--- src/rtl/pwr_mode_pkg.sv ---
package pwr_mode_pkg;
  // wishbone register offsets (byte addresses)
  localparam logic [7:0] ADDR_CLK_CTRL = 8'h00;
  localparam logic [7:0] ADDR_STATUS = 8'h04;
  localparam logic [7:0] ADDR_OPTION = 8'h08;
  // clock control register fields
  localparam int SMS_BIT = 0;
  localparam int CP_LSB = 1;
  localparam int OIE_BIT = 3;
  // option register fields
  localparam int OPT_LONG_BIT = 0;
  localparam int OPT_WATCHDOG_HALT_OPTION_BIT = 1;
  localparam logic [3:0] CLK_CTRL_RST = 4'h0;
  localparam logic [1:0] OPT_RST = 2'h0;
  // cpu opcodes that request low power
  localparam logic [7:0] OPC_HALT = 8'h8e;
  // interrupt mask forced on wait / halt entry
  localparam logic [1:0] MASK_ALL_EN = 2'h2;
  // settle delay in master clock cycles
  localparam int SETTLE_SHORT = 256;
  localparam int SETTLE_LONG = 4096;
  // wake source bit positions
  localparam int WK_TIMEBASE = 0;
  localparam int WK_EXT_LSB = 1;
  localparam int WK_SPI = 5;
  localparam int WK_TIMER_A = 6;
  localparam int WK_TIMER_B = 7;
  localparam int WK_SCI = 8;
  localparam int WK_N = 9;

  typedef enum logic [2:0] {
    ST_RUN = 3'h0,
    ST_WAIT = 3'h1,
    ST_ACT_HALT = 3'h2,
    ST_HALT = 3'h3,
    ST_SETTLE = 3'h4
  } pmode_t;

  // cpu request bundle
  typedef struct packed {
    logic wait_for_interrupt_instr;
    logic halt;
    logic [7:0] opcode;
  } cpu_req_t;

  // wake-up bundle to cpu
  typedef struct packed {
    logic wake;
    logic force_mask;
    logic [1:0] mask_val;
  } cpu_wake_t;
endpackage

--- src/rtl/power_mode_controller.sv ---
`timescale 1ns/1ps
module power_mode_controller #(
  parameter int SETTLE_SHORT_CYC = pwr_mode_pkg::SETTLE_SHORT,
  parameter int SETTLE_LONG_CYC = pwr_mode_pkg::SETTLE_LONG
) (
  input wire logic i_ref_clk,
  input wire logic i_reset,
  // classic wishbone slave
  input wire logic i_wb_cyc,
  input wire logic i_wb_stb,
  input wire logic i_wb_we,
  input wire logic [7:0] i_wb_adr,
  input wire logic [3:0] i_wb_sel,
  input wire logic [31:0] i_wb_dat,
  output logic [31:0] o_wb_dat,
  output logic o_wb_ack,
  // cpu side
  input wire pwr_mode_pkg::cpu_req_t i_cpu_req,
  input wire logic i_watchdog_active,
  input wire logic [pwr_mode_pkg::WK_N-1:0] i_wake_irq,
  output pwr_mode_pkg::cpu_wake_t o_cpu_wake,
  output logic o_watchdog_reset,
  // clock tree
  output logic o_cpu_clk_en,
  output logic o_periph_clk_en,
  output logic o_osc_en,
  output logic o_time_base_en,
  output logic [2:0] o_mode
);
  localparam int CNT_W = $clog2(SETTLE_LONG_CYC + 1);

  pwr_mode_pkg::pmode_t state_reg, state_next;
  logic [3:0] ctrl_reg, ctrl_next;
  logic [1:0] opt_reg, opt_next;
  logic ack_reg, ack_next;
  logic [31:0] rdat_reg, rdat_next;
  logic [CNT_W-1:0] cnt_reg, cnt_next;
  pwr_mode_pkg::cpu_wake_t wake_reg, wake_next;
  logic wdg_rst_reg, wdg_rst_next;
  logic [pwr_mode_pkg::WK_N-1:0] irq_s1_reg, irq_s2_reg;
  logic tick;
  logic wb_req;
  logic halt_cmd;
  logic wake_full, wake_active, wake_run;
  logic oscillator_interrupt_enable, slow_en;
  logic [1:0] prescale;

  assign oscillator_interrupt_enable = ctrl_reg[pwr_mode_pkg::OIE_BIT];
  assign slow_en = ctrl_reg[pwr_mode_pkg::SMS_BIT];
  assign prescale = ctrl_reg[pwr_mode_pkg::CP_LSB +: 2];

  // settle length from option bit, in master clock cycles
  function automatic logic [CNT_W-1:0] settle_len(input logic long_sel);
    settle_len = long_sel ? CNT_W'(SETTLE_LONG_CYC - 1) : CNT_W'(SETTLE_SHORT_CYC - 1);
  endfunction

  // slow clock enable divider
  clk_prescaler #(
    .CNT_W(4)
  ) u_prescaler (
    .i_ref_clk(i_ref_clk),
    .i_reset(i_reset),
    .i_slow_en(slow_en),
    .i_prescale(prescale),
    .o_tick(tick)
  );

  // wake lines come from other logic and pins: two-stage synchroniser
  always_ff @(posedge i_ref_clk or posedge i_reset) begin
    if (i_reset) begin
      irq_s1_reg <= '0;
      irq_s2_reg <= '0;
    end else begin
      irq_s1_reg <= i_wake_irq;
      irq_s2_reg <= irq_s1_reg;
    end
  end

  // wake qualification per mode
  always_comb begin
    wake_run = |irq_s2_reg;
    wake_active = irq_s2_reg[pwr_mode_pkg::WK_TIMEBASE];
    wake_full = irq_s2_reg[pwr_mode_pkg::WK_TIMEBASE] |
                (|irq_s2_reg[pwr_mode_pkg::WK_EXT_LSB +: 4]) |
                irq_s2_reg[pwr_mode_pkg::WK_SPI];
  end

  assign halt_cmd = i_cpu_req.halt && (i_cpu_req.opcode == pwr_mode_pkg::OPC_HALT);

  // mode sequencer next state
  always_comb begin
    state_next = state_reg;
    cnt_next = cnt_reg;
    wake_next = '0;
    wdg_rst_next = 1'b0;
    case (state_reg)
      pwr_mode_pkg::ST_RUN: begin
        if (i_cpu_req.wait_for_interrupt_instr) begin
          state_next = pwr_mode_pkg::ST_WAIT;
          wake_next.force_mask = 1'b1;
          wake_next.mask_val = pwr_mode_pkg::MASK_ALL_EN;
        end else if (halt_cmd) begin
          if (i_watchdog_active && opt_reg[pwr_mode_pkg::OPT_WATCHDOG_HALT_OPTION_BIT] && !oscillator_interrupt_enable) begin
            wdg_rst_next = 1'b1;
          end else begin
            state_next = oscillator_interrupt_enable ? pwr_mode_pkg::ST_ACT_HALT : pwr_mode_pkg::ST_HALT;
            wake_next.force_mask = 1'b1;
            wake_next.mask_val = pwr_mode_pkg::MASK_ALL_EN;
          end
        end
      end
      pwr_mode_pkg::ST_WAIT: begin
        if (wake_run) begin
          state_next = pwr_mode_pkg::ST_RUN;
          wake_next.wake = 1'b1;
        end
      end
      pwr_mode_pkg::ST_ACT_HALT: begin
        if (wake_active) begin
          state_next = pwr_mode_pkg::ST_RUN;
          wake_next.wake = 1'b1;
        end
      end
      pwr_mode_pkg::ST_HALT: begin
        if (wake_full) begin
          state_next = pwr_mode_pkg::ST_SETTLE;
          cnt_next = settle_len(opt_reg[pwr_mode_pkg::OPT_LONG_BIT]);
        end
      end
      pwr_mode_pkg::ST_SETTLE: begin
        if (cnt_reg == '0) begin
          state_next = pwr_mode_pkg::ST_RUN;
          wake_next.wake = 1'b1;
        end else begin
          cnt_next = cnt_reg - 1'b1;
        end
      end
      default: begin
        state_next = pwr_mode_pkg::ST_RUN;
      end
    endcase
  end

  // sequencer registers
  always_ff @(posedge i_ref_clk or posedge i_reset) begin
    if (i_reset) begin
      state_reg <= pwr_mode_pkg::ST_RUN;
      cnt_reg <= '0;
      wake_reg <= '0;
      wdg_rst_reg <= 1'b0;
    end else begin
      state_reg <= state_next;
      cnt_reg <= cnt_next;
      wake_reg <= wake_next;
      wdg_rst_reg <= wdg_rst_next;
    end
  end

  // clock gating per mode
  always_comb begin
    o_cpu_clk_en = 1'b0;
    o_periph_clk_en = 1'b0;
    o_osc_en = 1'b1;
    o_time_base_en = 1'b1;
    case (state_reg)
      pwr_mode_pkg::ST_RUN: begin
        o_cpu_clk_en = tick;
        o_periph_clk_en = tick;
      end
      pwr_mode_pkg::ST_WAIT: begin
        o_periph_clk_en = tick;
      end
      pwr_mode_pkg::ST_ACT_HALT: begin
        o_time_base_en = 1'b1;
      end
      pwr_mode_pkg::ST_HALT: begin
        o_osc_en = 1'b0;
        o_time_base_en = 1'b0;
      end
      pwr_mode_pkg::ST_SETTLE: begin
        o_time_base_en = 1'b0;
      end
      default: begin
        o_osc_en = 1'b1;
      end
    endcase
  end

  assign o_mode = state_reg;
  assign o_cpu_wake = wake_reg;
  assign o_watchdog_reset = wdg_rst_reg;

  // wishbone register access, one wait state
  assign wb_req = i_wb_cyc && i_wb_stb && !ack_reg;
  always_comb begin
    ctrl_next = ctrl_reg;
    opt_next = opt_reg;
    ack_next = wb_req;
    rdat_next = rdat_reg;
    if (wb_req) begin
      rdat_next = '0;
      case (i_wb_adr)
        pwr_mode_pkg::ADDR_CLK_CTRL: begin
          rdat_next = {28'h0, ctrl_reg};
          if (i_wb_we && i_wb_sel[0]) begin
            ctrl_next = i_wb_dat[3:0];
          end
        end
        pwr_mode_pkg::ADDR_STATUS: begin
          rdat_next = {28'h0, o_cpu_clk_en, state_reg};
        end
        pwr_mode_pkg::ADDR_OPTION: begin
          rdat_next = {30'h0, opt_reg};
          if (i_wb_we && i_wb_sel[0]) begin
            opt_next = i_wb_dat[1:0];
          end
        end
        default: begin
          rdat_next = '0;
        end
      endcase
    end
  end

  // register file
  always_ff @(posedge i_ref_clk or posedge i_reset) begin
    if (i_reset) begin
      ctrl_reg <= pwr_mode_pkg::CLK_CTRL_RST;
      opt_reg <= pwr_mode_pkg::OPT_RST;
      ack_reg <= 1'b0;
      rdat_reg <= '0;
    end else begin
      ctrl_reg <= ctrl_next;
      opt_reg <= opt_next;
      ack_reg <= ack_next;
      rdat_reg <= rdat_next;
    end
  end

  assign o_wb_ack = ack_reg;
  assign o_wb_dat = rdat_reg;
endmodule

--- src/rtl/clk_prescaler.sv ---
`timescale 1ns/1ps
// one-cycle enable pulse at master rate divided by 2,4,8 or 16
module clk_prescaler #(
  parameter int CNT_W = 4
) (
  input wire logic i_ref_clk,
  input wire logic i_reset,
  input wire logic i_slow_en,
  input wire logic [1:0] i_prescale,
  output logic o_tick
);
  logic [CNT_W-1:0] cnt_reg;
  logic [CNT_W-1:0] cnt_next;
  logic [CNT_W-1:0] limit;

  // divide ratio 2^(prescale+1) minus one
  always_comb begin
    limit = CNT_W'((5'h2 << i_prescale) - 5'h1);
    cnt_next = cnt_reg;
    o_tick = 1'b1;
    if (i_slow_en) begin
      o_tick = (cnt_reg == limit);
      cnt_next = o_tick ? '0 : cnt_reg + 1'b1;
    end else begin
      cnt_next = '0;
    end
  end

  // counter register
  always_ff @(posedge i_ref_clk or posedge i_reset) begin
    if (i_reset) begin
      cnt_reg <= '0;
    end else begin
      cnt_reg <= cnt_next;
    end
  end
endmodule

--- config.mk ---
export PLATFORM = sky130hd
export DESIGN_NAME = power_mode_controller
export DESIGN_NICKNAME = d
export VERILOG_FILES = /design/src/rtl/pwr_mode_pkg.sv /design/src/rtl/power_mode_controller.sv /design/src/rtl/clk_prescaler.sv
export SDC_FILE = /design/constraint.sdc
export NUM_CORES = 1
export LEC_CHECK = 0
export CAP_MARGIN = 20
export CORE_UTILIZATION = 57
export CTS_CLUSTER_SIZE = 40
export DETAILED_ROUTE_END_ITERATION = 12
export DONT_BUFFER_PORTS = 1
export PLACE_DENSITY = 0.77
export SLEW_MARGIN = 20
export SYNTH_ARGS = -nofsm -noshare
export SYNTH_HDL_FRONTEND = slang
export SYNTH_SLANG_ARGS = --single-unit
--- constraint.sdc ---
create_clock -name i_ref_clk -period 1.69 [get_ports i_ref_clk]
set_input_delay 0.169 -clock i_ref_clk [delete_from_list [all_inputs] [get_ports i_ref_clk]]
set_output_delay 0.169 -clock i_ref_clk [all_outputs]
set_load 0.02 [all_outputs]
Word level (Yosys, flattened, before mapping). Index checks and enable logic that the tools add are counted.

Word-level logic and storage cells: 87. Output and inout port bits: 45. Flip-flop bits (word level): 82.

Shift-type cells: 1. Equal/unequal tests: 15. Bitwise logic cells: 2. Muxes and demuxes: 33. Reduce and logical (&&, ||, !) cells: 20. $add $sub $neg: 3.

Operators with widths (count): 3-bit two-way mux (11); 13-bit two-way mux (2); 13-bit one-hot mux with 2 select lines (1); 3-bit one-hot mux with 5 select lines (1); 13-bit zero test (1); 1-bit two-way mux (13); 13-bit by 1-bit subtractor with 13-bit output, second input constant (1); 12-bit two-way mux (1); 4-bit one-hot mux with 3 select lines (1); 2-bit != test, second input constant (5); 3-bit AND reduction (3); 9-bit OR reduction (1); 8-bit by 3-bit == test with 1-bit output, second input constant (1); 8-bit by 4-bit == test with 1-bit output, second input constant (1); 8-bit == test, second input constant (1); 8-bit zero test (1); 4-bit two-way mux (2); 3-bit by 2-bit == test with 1-bit output, second input constant (2); 1-bit logical AND (6); 3-bit != test, second input constant (2); 6-bit AND reduction (1); 4-bit by 1-bit adder with 4-bit output, second input constant (1); 4-bit == test (1); 2-bit OR reduction (2); 10 further kinds (12).

Longest topological paths before layout. Gate-level depths: netlist of run 1.

Depth after elaboration: 6. Mapped depth: 6.

By module. Synthesis of run 1 repeated with hierarchy kept, for this count alone.

Cells, all modules: 248. Area total of the unflattened synthesis: 2585.0 µm².

Modules (own cells, without submodules): power_mode_controller (instances 1, cells each 225, seq. area each 1201.2 µm², area each 2346.0 µm²); clk_prescaler (instances 1, cells each 23, seq. area each 100.1 µm², area each 239.0 µm²).

Worst setup path after synthesis of run 1. Ideal clock, no wire load.

Path type: reg-to-output. Start point: register ctrl_reg[1]. End point: output port o_periph_clk_en. Stages on the path, launching flop included: 5. Arrival: 1.835 ns. Buffers on the path: 0. Slack: -0.314 ns. Path through: dfrtp_1 -> or4b_2 -> o31ai_1 -> a31oi_1 -> nor3_1.

Longest elaborated chain between the ends: 5.

RTL lines: start, declared (RTL line power_mode_controller.sv:33) `logic [3:0] ctrl_reg, ctrl_next;`; start signal, assigned (RTL line power_mode_controller.sv:228) `ctrl_reg <= pwr_mode_pkg::CLK_CTRL_RST;`; start signal, assigned (RTL line power_mode_controller.sv:233) `ctrl_reg <= ctrl_next;`; 2-bit by 2-bit << shifter with 4-bit output (RTL line clk_prescaler.sv:18) `limit = CNT_W'((5'h2 << i_prescale) - 5'h1);`; 4-bit by 1-bit subtractor with 4-bit output (RTL line clk_prescaler.sv:18); 4-bit == test (RTL line clk_prescaler.sv:22) `o_tick = (cnt_reg == limit);`; 1-bit two-way mux (RTL line clk_prescaler.sv:21) `if (i_slow_en) begin`; 1-bit two-way mux (RTL line power_mode_controller.sv:165) `case (state_reg)`; end, declared (RTL line power_mode_controller.sv:25) `output logic o_periph_clk_en,`.

No other way between the ends.

Worst setup path after layout of run 1.
Start point: register ctrl_reg[1]. End point: output port o_cpu_clk_en.

Longest elaborated chain between the ends: 5.

RTL lines: 2-bit by 2-bit << shifter with 4-bit output (RTL line clk_prescaler.sv:18); 4-bit by 1-bit subtractor with 4-bit output (RTL line clk_prescaler.sv:18); 4-bit == test (RTL line clk_prescaler.sv:22); 1-bit two-way mux (RTL line clk_prescaler.sv:21); 1-bit two-way mux (RTL line power_mode_controller.sv:165); end, declared (RTL line power_mode_controller.sv:24) `output logic o_cpu_clk_en,`.

No other way between the ends.

==> results of run 1 <==
[layout make-up]
| class | count | area [µm²] |
|---|---|---|
| timing repair buffer | 73 | 661 |
| clock inverter | 2 | 60.1 |
| tap | 52 | 65.1 |
| sequential | 52 | 1300 |
| multi-input combinational | 166 | 1350 |
| clock buffer | 6 | 72.6 |
| inverter | 9 | 33.8 |
| fill | 238 | 840 |
[critical path: cells and delay by family, from the launching register on]
family / cells / cell delay (ns)
AO/OA/AOI/OAI: 2 / 0.32
buffers and inverters: 1 / 0.15
flip-flops: 1 / 0.45
AND/OR/NAND/NOR: 2 / 0.68
[worst max path at each step]
stage                             from                       to  cells past startpoint
2_1_floorplan       o_wb_ack$_DFF_PP0_  ctrl_reg[0]$_DFFE_PP0P_                      5
3_3_place_gp   ctrl_reg[1]$_DFFE_PP0P_          o_periph_clk_en                      4
3_5_place_dp   ctrl_reg[1]$_DFFE_PP0P_          o_periph_clk_en                      4
4_1_cts        ctrl_reg[1]$_DFFE_PP0P_             o_cpu_clk_en                      5
5_1_grt        ctrl_reg[2]$_DFFE_PP0P_             o_cpu_clk_en                      6
6_report       ctrl_reg[1]$_DFFE_PP0P_             o_cpu_clk_en                      5
[layout by cell type, fill, tap and decap left out, types with 3 or more instances in the layout]
cell	synthesis	layout
sky130_fd_sc_hd__clkbuf_8	0	5
sky130_fd_sc_hd__nand3_1	7	5
sky130_fd_sc_hd__dlygate4sd3_1	0	15
sky130_fd_sc_hd__nand3b_1	5	5
sky130_fd_sc_hd__inv_2	0	3
sky130_fd_sc_hd__nand4_1	3	3
sky130_fd_sc_hd__inv_1	9	6
sky130_fd_sc_hd__mux2_2	3	3
sky130_fd_sc_hd__buf_6	1	10
sky130_fd_sc_hd__a31oi_1	6	4
sky130_fd_sc_hd__o21ai_0	6	4
sky130_fd_sc_hd__dfrtp_1	52	50
sky130_fd_sc_hd__mux2i_1	3	3
sky130_fd_sc_hd__nor2_1	15	14
sky130_fd_sc_hd__nor4_4	3	3
sky130_fd_sc_hd__nand2_1	8	8
sky130_fd_sc_hd__a21oi_1	7	6
sky130_fd_sc_hd__mux2_4	4	4
sky130_fd_sc_hd__a31oi_4	0	3
sky130_fd_sc_hd__nor2b_1	3	3
sky130_fd_sc_hd__buf_4	30	45
sky130_fd_sc_hd__a211oi_2	0	3
sky130_fd_sc_hd__nor3_1	7	5
sky130_fd_sc_hd__conb_1	1	29
sky130_fd_sc_hd__a32o_1	3	3
sky130_fd_sc_hd__buf_12	0	3
[cells by family (layout without fill, tap and decap cells)]
group | Yosys count | in the layout
and+or+nand+nor | 81 | 81
DFF | 52 | 52
buffers and inverters | 44 | 90
AOI/OAI and AO/OA | 41 | 41
muxes | 10 | 10
adders and majority gates | 3 | 3
xor gates and xnor gates | 2 | 2
other | 1 | 29
[routing by layer]
metal | part of all wire [%] | up-vias
met3 | 5.3 | 34
li1 | - | 938
met1 | 38 | 1062
met5 | 0 | -
met2 | 51 | 117
met4 | 5.0 | 0
[power by group]
part | switching [W] | internal, W | total (W)
logic | 0.000189 | 0.000123 | 0.000313
clock network | 0.000422 | 0.000592 | 0.00101
registers | 0.0000264 | 0.00128 | 0.00130
total | 0.000638 | 0.00199 | 0.00263
[through the flow]
step	instances	setup slack, ns	setup TNS, ns
floorplan	262	-0.144	-0.736
global placement	317	-0.0743	-0.263
detailed placement	317	-0.0878	-0.414
CTS	350	-0.400	-1.65
global route	360	-0.440	-2.63
finish	360	-0.393	-1.91
[repair_timing]
action | CTS | global route
hold endpoints to repair | 37 | 0
gates resized for setup | 13 | 29
pin swaps | 9 | 14
endpoints found under the setup margin | 15 | 22
setup buffers | 11 | 12
hold buffers | 15 | 0
==> run summary, run 1 <==
Post-Syn Area -> 0.00262 mm²
vias in the first global route -> 2041
Post-Syn Instances -> 234
clock network latency to the later pin of the worst-skew pair -> 0.31 ns
Synth-to-Final Area Change -> 35.1%
die extent in y -> 69.8 µm
worst slew pin tran -> 0.550 ns
arrival time reported for the critical path endpoint -> 1.91 ns
Worst path slowest cell -> sky130_fd_sc_hd__or4b_4
Post-Synth XOR/XNOR Area -> 0.668%
flop-to-flop setup slack -> -0.33 ns
Worst-path clk slew -> 0.10 ns
main combinational cell family by area after synthesis -> simple AND/OR/NAND/NOR gates
total number of vias -> 2151
portion of the post-synthesis area used by sequential elements -> 49.6%
most common cell in the netlist -> sky130_fd_sc_hd__dfrtp_1
post-route ant nets -> 0
result of the run -> finished with violations
end of the worst register-to-register path -> u_prescaler.cnt_reg[2]$_DFF_PP0_
area share of and/or/nand/nor cells after synthesis -> 21.0%
GRT Total Usage -> 26.4%
largest net degree at the start of global routing -> 30
number of flip-flops in the largest register -> 13
EDFF count, synth -> 0
number of nets at the end of the flow -> 379
shortest period the worst path allows -> 2.08 ns
synth cell count leaders -> sky130_fd_sc_hd__dfrtp_1 (52), sky130_fd_sc_hd__buf_4 (30), sky130_fd_sc_hd__nor2_1 (15)
IO Pins -> 114
mux share of post-synthesis cell area -> 4.72%
path type of the worst setup path -> reg -> out
Max rail drop VDD -> 0.000743 V
RSZ-0062 raised after global routing -> yes
weighted congestion reported at the end of routability-driven placement -> 0.853
period utilisation layout -> 123%
maximum fanout along the worst path -> 4
Core Rows -> 24
nature of the critical path endpoint -> output pin
path type of the worst min-delay path -> in -> reg
estimated wirelength of the detail-placed design -> 3.76 mm
number of pins with negative max-slew slack in the final report -> 0
met1 Resource Use GR -> 32.1%
top cells by area in the synthesized netlist -> sky130_fd_sc_hd__dfrtp_1 (50%), sky130_fd_sc_hd__buf_4 (8.6%), sky130_fd_sc_hd__nor4_4 (2.4%)
Placeable Area -> 0.00438 mm²
Yosys top cell area share -> 49.6%
deepest level of the CTS H-tree -> 2
start point of the worst min-delay path -> i_wb_dat[0]
instance count along the most critical hold path -> 1
Antenna Cells -> 0
drt via density -> 5.98
depth of the most critical reg-to-reg path -> 8
cell type contributing the most total cell area after synthesis -> sky130_fd_sc_hd__dfrtp_1
total die area -> 0.00488 mm²
Min Hold Slack -> 0.00922 ns
global-route track usage on met3 -> 5.38%
reported leakage power -> 1.67 nW
max-cap violations -> 0
clock root buffer -> sky130_fd_sc_hd__clkbuf_8
cells traversed along the worst timing path -> or4b_4 > o31ai_4 > a31oi_4 > buf_12 > nor2_4
worst flop-to-flop path startpoint -> ctrl_reg[1]$_DFFE_PP0P_
final number of setup-violating endpoints -> 8
Async SR Flop Fraction -> 100%
fraction of the core area covered by cells at the end of the flow -> 80.9%
final global-route overflow total -> 0
count of distinct cell types in the synthesized netlist -> 55
gr busiest metal -> met2
number of storage elements in the synthesis netlist -> 52
startpoint kind of the worst setup timing path -> register
maximum cell stage delay along the critical path -> 0.54 ns
area of all placed cells without fillers -> 0.00354 mm²
CTS tree -> built
Inserted Clock Buffers -> 5
width of the chip -> 69.8 µm
Max Clk Rate -> 480 MHz
initial antenna violation count -> 0
number of optimization iterations in the first detailed-route pass -> 4
data required time of the worst path -> 1.52 ns
share of final-layout standard cells stronger than drive strength 1 -> 38.6%
arithmetic-cell share of the synthesized area counting full adders, half adders and majority gates -> 1.43%
TritonCTS Sinks -> 52
routed len/inst -> 18.8 µm
endpoint of the worst hold-timing path -> ctrl_reg[0]$_DFFE_PP0P_
violation count after the first detailed-routing iteration -> 147
count of port buffers added during placement -> 0
most common flop cell mapped by yosys -> sky130_fd_sc_hd__dfrtp_1
global-route track usage on met2 -> 44.4%
warning count from the yosys run -> 0
power per standard cell area -> 742 mW/mm²
Post-DP Area -> 0.00295 mm²
first-pass GRT wire length -> 9.89 mm
mean cell area of the mapped netlist -> 11.2 µm²
Total Routed Length -> 6.78 mm
CTS Buffer Depth -> 2
violations in the final reports -> negative setup slack
final hold violation count -> 0
normalized max-slew margin -> 63.3%
post-layout total power -> 0.00263 W
DRC viols -> 0
fraction of the mapped netlist area in compound gates -> 11.4%
post-route setup slack -> -0.393 ns
final worst clock skew -> 0.0148 ns
Starting Density -> 59.8%
Power figures use the tool's default switching activity.
==> run 2: changes to the inputs <==
--- a/config.mk
+++ b/config.mk
@@ -6,11 +6,12 @@
 export NUM_CORES = 1
 export LEC_CHECK = 0
 export CAP_MARGIN = 20
-export CORE_UTILIZATION = 57
+export CORE_UTILIZATION = 45
+export CTS_BUF_LIST = sky130_fd_sc_hd__clkbuf_8
 export CTS_CLUSTER_SIZE = 40
 export DETAILED_ROUTE_END_ITERATION = 12
 export DONT_BUFFER_PORTS = 1
-export PLACE_DENSITY = 0.77
+export PLACE_DENSITY = 0.64
 export SLEW_MARGIN = 20
 export SYNTH_ARGS = -nofsm -noshare
 export SYNTH_HDL_FRONTEND = slang
==> run 2 against run 1 <==
Compared with the run above: the flow still finishes with violations (negative setup slack); sequential share of layout area hardly changed; critical path depth unchanged; routed wire length is 16% lower.
==> run summary, run 2 (synthesized netlist as in run 1, its figures left out) <==
total number of vias -> 1980 (was 2151)
reported leakage power -> 1.66 nW (was 1.67 nW)
clock root buffer -> sky130_fd_sc_hd__clkbuf_8 (unchanged)
number of pins with negative max-slew slack in the final report -> 0 (unchanged)
RSZ-0062 raised after global routing -> yes (unchanged)
max-cap violations -> 0 (unchanged)
most common cell after layout, fill and taps aside -> sky130_fd_sc_hd__dfrtp_1 (unchanged)
number of nets at the end of the flow -> 377 (was 379)
Worst-path clk slew -> 0.10 ns (about the same)
share of final-layout standard cells stronger than drive strength 1 -> 39.2% (was 38.6%)
estimated wirelength of the detail-placed design -> 3.81 mm (was 3.76 mm)
deepest level of the CTS H-tree -> 2 (unchanged)
data required time of the worst path -> 1.52 ns (about the same)
post-layout total power -> 0.00251 W (was 0.00263 W)
commonest cells after routing, fill and taps aside -> sky130_fd_sc_hd__dfrtp_1 (50), sky130_fd_sc_hd__buf_4 (47), sky130_fd_sc_hd__conb_1 (29), sky130_fd_sc_hd__dlygate4sd3_1 (16), sky130_fd_sc_hd__nor2_1 (14) (was sky130_fd_sc_hd__dfrtp_1 (50), sky130_fd_sc_hd__buf_4 (45), sky130_fd_sc_hd__conb_1 (29), sky130_fd_sc_hd__dlygate4sd3_1 (15), sky130_fd_sc_hd__nor2_1 (14))
Max rail drop VDD -> 0.000643 V (was 0.000743 V)
shortest period the worst path allows -> 2.06 ns (was 2.08 ns)
result of the run -> finished with violations (unchanged)
Placeable Area -> 0.00557 mm² (was 0.00438 mm²)
startpoint kind of the worst setup timing path -> register (unchanged)
Synth-to-Final Area Change -> 35.0% (was 35.1%)
final hold violation count -> 0 (unchanged)
final worst clock skew -> 0.0123 ns (was 0.0148 ns)
post-route setup slack -> -0.372 ns (was -0.393 ns)
Core Rows -> 27 (was 24)
first-pass GRT wire length -> 9.05 mm (was 9.89 mm)
power per standard cell area -> 708 mW/mm² (was 742 mW/mm²)
CTS Buffer Depth -> 2 (unchanged)
die extent in y -> 78.4 µm (was 69.8 µm)
vias in the first global route -> 1895 (was 2041)
total die area -> 0.00614 mm² (was 0.00488 mm²)
violations in the final reports -> negative setup slack (unchanged)
maximum fanout along the worst path -> 4 (unchanged)
Antenna Cells -> 0 (unchanged)
Starting Density -> 47.1% (was 59.8%)
initial antenna violation count -> 0 (unchanged)
TritonCTS Sinks -> 52 (unchanged)
path type of the worst setup path -> reg -> out (unchanged)
width of the chip -> 78.4 µm (was 69.8 µm)
setup TNS -> -1.71 ns (was -1.91 ns)
period utilisation layout -> 122% (was 123%)
violation count after the first detailed-routing iteration -> 75 (was 147)
arrival time reported for the critical path endpoint -> 1.89 ns (was 1.91 ns)
count of port buffers added during placement -> 0 (unchanged)
final global-route overflow total -> 0 (unchanged)
nature of the critical path endpoint -> output pin (unchanged)
Min Hold Slack -> 0.0120 ns (was 0.00922 ns)
number of flip-flops in the largest register -> 13 (unchanged)
routed len/inst -> 15.0 µm (was 18.8 µm)
largest net degree at the start of global routing -> 33 (was 30)
post-route ant nets -> 0 (unchanged)
final number of setup-violating endpoints -> 12 (was 8)
number of optimization iterations in the first detailed-route pass -> 4 (unchanged)
path type of the worst min-delay path -> in -> reg (unchanged)
weighted congestion reported at the end of routability-driven placement -> 0.800 (was 0.853)
clock network latency to the later pin of the worst-skew pair -> 0.30 ns (was 0.31 ns)
Max Clk Rate -> 485 MHz (was 480 MHz)
GRT Total Usage -> 19.1% (was 26.4%)
CTS tree -> built (unchanged)
DRC viols -> 0 (unchanged)
Total Routed Length -> 5.66 mm (was 6.78 mm)
drt via density -> 5.24 (was 5.98)
IO Pins -> 114 (unchanged)
Inserted Clock Buffers -> 5 (unchanged)
## run 2: stage by stage
stage	instance area (µm²)	worst slack, ns	std cells	utilization [%]
CTS	3320	-0.371	367	59.6
floorplan	2820	-0.144	262	-
detailed placement	3010	-0.0772	343	54.0
global placement	3010	-0.0689	343	54.0
global route	3540	-0.438	378	63.5
finish	3540	-0.372	378	63.5
## run 2: area by class of cell
| type | instances | area (µm²) |
|---|---|---|
| Fill cell | 444 | 2030 |
| Sequential cell | 52 | 1300 |
| Multi-Input combinational cell | 166 | 1360 |
| Timing Repair Buffer | 71 | 629 |
| Inverter | 9 | 33.8 |
| Clock inverter | 2 | 38.8 |
| Tap cell | 72 | 90.1 |
| Clock buffer | 6 | 82.6 |
## run 2: critical path: stages, from the launching register on
cell,delay (ns)
sky130_fd_sc_hd__dfrtp_1,0.43
sky130_fd_sc_hd__or4b_4,0.54
sky130_fd_sc_hd__o31ai_4,0.22
sky130_fd_sc_hd__a31oi_4,0.09
sky130_fd_sc_hd__buf_12,0.15
sky130_fd_sc_hd__nor2_4,0.16
## run 2: worst paths after layout
check / startpoint / to / slack (ns) / cells past startpoint
min in group asynchronous: i_reset / cnt_reg[5]$_DFFE_PP0P_ / 0.33 / 2
max: ctrl_reg[1]$_DFFE_PP0P_ / o_cpu_clk_en / -0.37 / 5
max in group asynchronous: i_reset / u_prescaler.cnt_reg[0]$_DFF_PP0_ / 0.83 / 3
min: i_wb_dat[1] / opt_reg[1]$_DFFE_PP0P_ / 0.01 / 1
max reg2reg: ctrl_reg[1]$_DFFE_PP0P_ / u_prescaler.cnt_reg[1]$_DFF_PP0_ / -0.25 / 7
min reg2reg: irq_s1_reg[8]$_DFF_PP0_ / irq_s2_reg[8]$_DFF_PP0_ / 0.35 / 0
## run 2: report_power, final
group	switching [W]	total, W	internal [W]
clock	0.000411	0.000896	0.000485
sequential	0.0000263	0.00130	0.00128
combinational	0.000180	0.000307	0.000127
total	0.000618	0.00251	0.00189
## run 2: routing by layer
metal  routed length [µm]  track usage, %
met2                 2780            29.9
met4                   55            7.04
met3                  281            4.19
met1                 2550            26.1
met5                    0               0
## run 2: timing repair
item	in CTS	in global routing
buffers inserted	4	9
gates resized for setup	10	28
pin swaps	11	18
setup endpoints to repair	15	25
hold buffers	13	3
gates cloned	0	0
endpoints found under the hold margin	32	3
==> run 3: changes to the inputs <==
==> constraint.sdc (replaced) <==
create_clock -name i_ref_clk -period 1.69 [get_ports i_ref_clk]
set_input_delay 0 -clock i_ref_clk [delete_from_list [all_inputs] [get_ports i_ref_clk]]
set_output_delay 0 -clock i_ref_clk [all_outputs]
set_load 0.02 [all_outputs]
==> run 3 against run 2 <==
Compared with the run above: the run still ends with negative setup slack left; clock-buffer cell count stayed put; critical path depth stayed put; final area down 0.42%; total power shrank 6.8%; core utilization down 0.27 points; routed wire length up 0.95%; clock power down 20%; flip-flop and latch count did not move; largest cell class unchanged; highest routed layer unchanged.
==> run summary, run 3 (synthesized netlist as in run 1, its figures left out) <==
die extent in y -> 78.4 µm (unchanged)
Synth-to-Final Area Change -> 34.4% (was 35.0%)
count of port buffers added during placement -> 0 (unchanged)
TritonCTS Sinks -> 52 (unchanged)
final number of setup-violating endpoints -> 8 (was 12)
combined area of the multi-input logic cells -> 0.00132 mm² (was 0.00136 mm²)
nature of the critical path endpoint -> output pin (unchanged)
Placeable Area -> 0.00557 mm² (unchanged)
Max Clk Rate -> 528 MHz (was 485 MHz)
deepest level of the CTS H-tree -> 2 (unchanged)
commonest cells after routing, fill and taps aside -> sky130_fd_sc_hd__dfrtp_1 (51), sky130_fd_sc_hd__buf_4 (43), sky130_fd_sc_hd__conb_1 (29), sky130_fd_sc_hd__dlygate4sd3_1 (25), sky130_fd_sc_hd__nor2_1 (15) (was sky130_fd_sc_hd__dfrtp_1 (50), sky130_fd_sc_hd__buf_4 (47), sky130_fd_sc_hd__conb_1 (29), sky130_fd_sc_hd__dlygate4sd3_1 (16), sky130_fd_sc_hd__nor2_1 (14))
Total Routed Length -> 5.72 mm (was 5.66 mm)
DRC viols -> 0 (unchanged)
shortest period the worst path allows -> 1.89 ns (was 2.06 ns)
Core Rows -> 27 (unchanged)
final hold violation count -> 0 (unchanged)
final global-route overflow total -> 0 (unchanged)
flop-to-flop setup slack -> -0.13 ns (was -0.25 ns)
clock network latency to the later pin of the worst-skew pair -> 0.30 ns (about the same)
internal portion of total power -> 0.00174 W (was 0.00189 W)
result of the run -> finished with violations (unchanged)
total number of vias -> 1992 (was 1980)
total die area -> 0.00614 mm² (unchanged)
violations in the final reports -> negative setup slack (unchanged)
drt via density -> 5.21 (was 5.24)
Seq pwr share -> 55.8% (was 52.0%)
power share of the clock group -> 30.8% (was 35.7%)
largest net degree at the start of global routing -> 53 (was 33)
post-route ant nets -> 0 (unchanged)
most common cell after layout, fill and taps aside -> sky130_fd_sc_hd__dfrtp_1 (unchanged)
Inserted Clock Buffers -> 5 (unchanged)
GRT Total Usage -> 19.1% (about the same)
share of final-layout standard cells stronger than drive strength 1 -> 33.9% (was 39.2%)
path type of the worst min-delay path -> in -> reg (unchanged)
Max rail drop VDD -> 0.000635 V (was 0.000643 V)
clock root buffer -> sky130_fd_sc_hd__clkbuf_8 (unchanged)
minimum setup slack after placement -> -0.0687 ns (was -0.0772 ns)
number of flip-flops in the largest register -> 13 (unchanged)
final worst clock skew -> 0.00944 ns (was 0.0123 ns)
max-cap violations -> 0 (unchanged)
routed len/inst -> 15.0 µm (about the same)
maximum cell stage delay along the critical path -> 0.55 ns (was 0.54 ns)
estimated wirelength of the detail-placed design -> 3.70 mm (was 3.81 mm)
setup TNS -> -0.835 ns (was -1.71 ns)
path type of the worst setup path -> reg -> out (unchanged)
RSZ-0062 raised after global routing -> yes (unchanged)
violation count after the first detailed-routing iteration -> 92 (was 75)
Starting Density -> 47.1% (unchanged)
Antenna Cells -> 0 (unchanged)
arrival time reported for the critical path endpoint -> 1.89 ns (about the same)
maximum fanout along the worst path -> 4 (unchanged)
Layout fillers -> 435 (was 444)
data required time of the worst path -> 1.69 ns (was 1.52 ns)
Worst-path clk slew -> 0.09 ns (was 0.10 ns)
fraction of power spent switching nets -> 25.7% (was 24.6%)
Gate power share -> 13.4% (was 12.2%)
P_sw -> 0.000600 W (was 0.000618 W)
power per standard cell area -> 662 mW/mm² (was 708 mW/mm²)
number of optimization iterations in the first detailed-route pass -> 4 (unchanged)
post-route setup slack -> -0.204 ns (was -0.372 ns)
cells traversed along the worst timing path -> or4b_4 > o31ai_4 > a31oi_4 > nor3_2 > buf_4 (was or4b_4 > o31ai_4 > a31oi_4 > buf_12 > nor2_4)
number of pins with negative max-slew slack in the final report -> 0 (unchanged)
worst slew pin tran -> 0.633 ns
CTS tree -> built (unchanged)
Worst path slowest cell -> sky130_fd_sc_hd__or4b_4 (unchanged)
fraction of the core area covered by cells at the end of the flow -> 63.3% (was 63.5%)
width of the chip -> 78.4 µm (unchanged)
period utilisation layout -> 112% (was 122%)
vias in the first global route -> 1944 (was 1895)
startpoint kind of the worst setup timing path -> register (unchanged)
number of nets at the end of the flow -> 381 (was 377)
IO Pins -> 114 (unchanged)
CTS Buffer Depth -> 2 (unchanged)
Reg area -> 0.00130 mm² (about the same)
weighted congestion reported at the end of routability-driven placement -> 0.842 (was 0.800)
reported leakage power -> 1.65 nW (was 1.66 nW)
first-pass GRT wire length -> 9.16 mm (was 9.05 mm)
initial antenna violation count -> 0 (unchanged)
normalized max-slew margin -> 57.8%
-- run 3: changes by cell type in the layout (fill, tap and decap cells not counted), sizes merged --
cell / before / now
clkinvlp: 0 / 1
dlygate4sd3: 16 / 25
clkinv: 1 / 0
bufinv: 1 / 0
clkbuf: 6 / 7
inv: 9 / 10
buf: 55 / 49
-- run 3: critical path, delay by kind of cell (launching register included) --
kind | cells | cell delay [ns]
compound gates | 2 | 0.31
flops | 1 | 0.43
simple gates | 2 | 0.68
buf+inv | 1 | 0.17
-- run 3: repair_timing --
| item | in CTS | in global routing |
|---|---|---|
| hold buffers | 23 | 2 |
| resized for setup | 9 | 25 |
| setup buffers | 3 | 4 |
| pin swaps | 8 | 16 |
| setup endpoints to repair | 9 | 20 |
| cloned | 0 | 1 |
| endpoints found under the hold margin | 74 | 1 |
-- run 3: per-stage QoR --
stage | total power [W] | cell area [µm²] | instances | hold WS (ns)
2_1_floorplan | 0.00155 | 2780 | 262 | 0.0314
3_3_place_gp | 0.00157 | 2950 | 341 | 0.0315
3_5_place_dp | 0.00157 | 2950 | 341 | 0.0315
4_1_cts | 0.00234 | 3340 | 375 | -0.101
5_1_grt | 0.00245 | 3530 | 382 | 0.0125
6_report | 0.00234 | 3530 | 382 | 0.0186
-- run 3: final cells by class --
class | count | share of cell area [%]
clock buffer | 6 | 2.34
clock inverter | 2 | 0.319
inverter | 9 | 0.958
multi-input combinational | 166 | 37.5
sequential | 52 | 36.9
tap | 72 | 2.55
timing repair buffer | 75 | 19.4
-- run 3: final timing paths --
check | startpoint | cells after the start | to
max | ctrl_reg[1]$_DFFE_PP0P_ | 5 | o_periph_clk_en
min | i_cpu_req[3] | 2 | o_watchdog_reset$_DFF_PP0_
max reg2reg | ctrl_reg[1]$_DFFE_PP0P_ | 6 | u_prescaler.cnt_reg[1]$_DFF_PP0_
min reg2reg | irq_s1_reg[3]$_DFF_PP0_ | 0 | irq_s2_reg[3]$_DFF_PP0_
max in group asynchronous | i_reset | 3 | o_mode[2]$_DFFE_PP0P_
min in group asynchronous | i_reset | 3 | cnt_reg[6]$_DFFE_PP0P_
-- run 3: power groups by stage --
stage               registers [W]  clock network [W]  logic, W
finish                    0.00130           0.000720  0.000313
CTS                       0.00130           0.000745  0.000292
global route              0.00131           0.000795  0.000342
detailed placement        0.00133                  0  0.000245
global placement          0.00133                  0  0.000243
floorplan                 0.00133                  0  0.000223
-- run 3: layer usage --
layer | global-route usage [%] | share of wire (%) | up-vias
met5 | 0 | 0 | -
met4 | 4.81 | 0.66 | 0
met3 | 4.19 | 5.0 | 4
met2 | 31.5 | 50 | 81
met1 | 25.6 | 44 | 956
li1 | - | - | 951
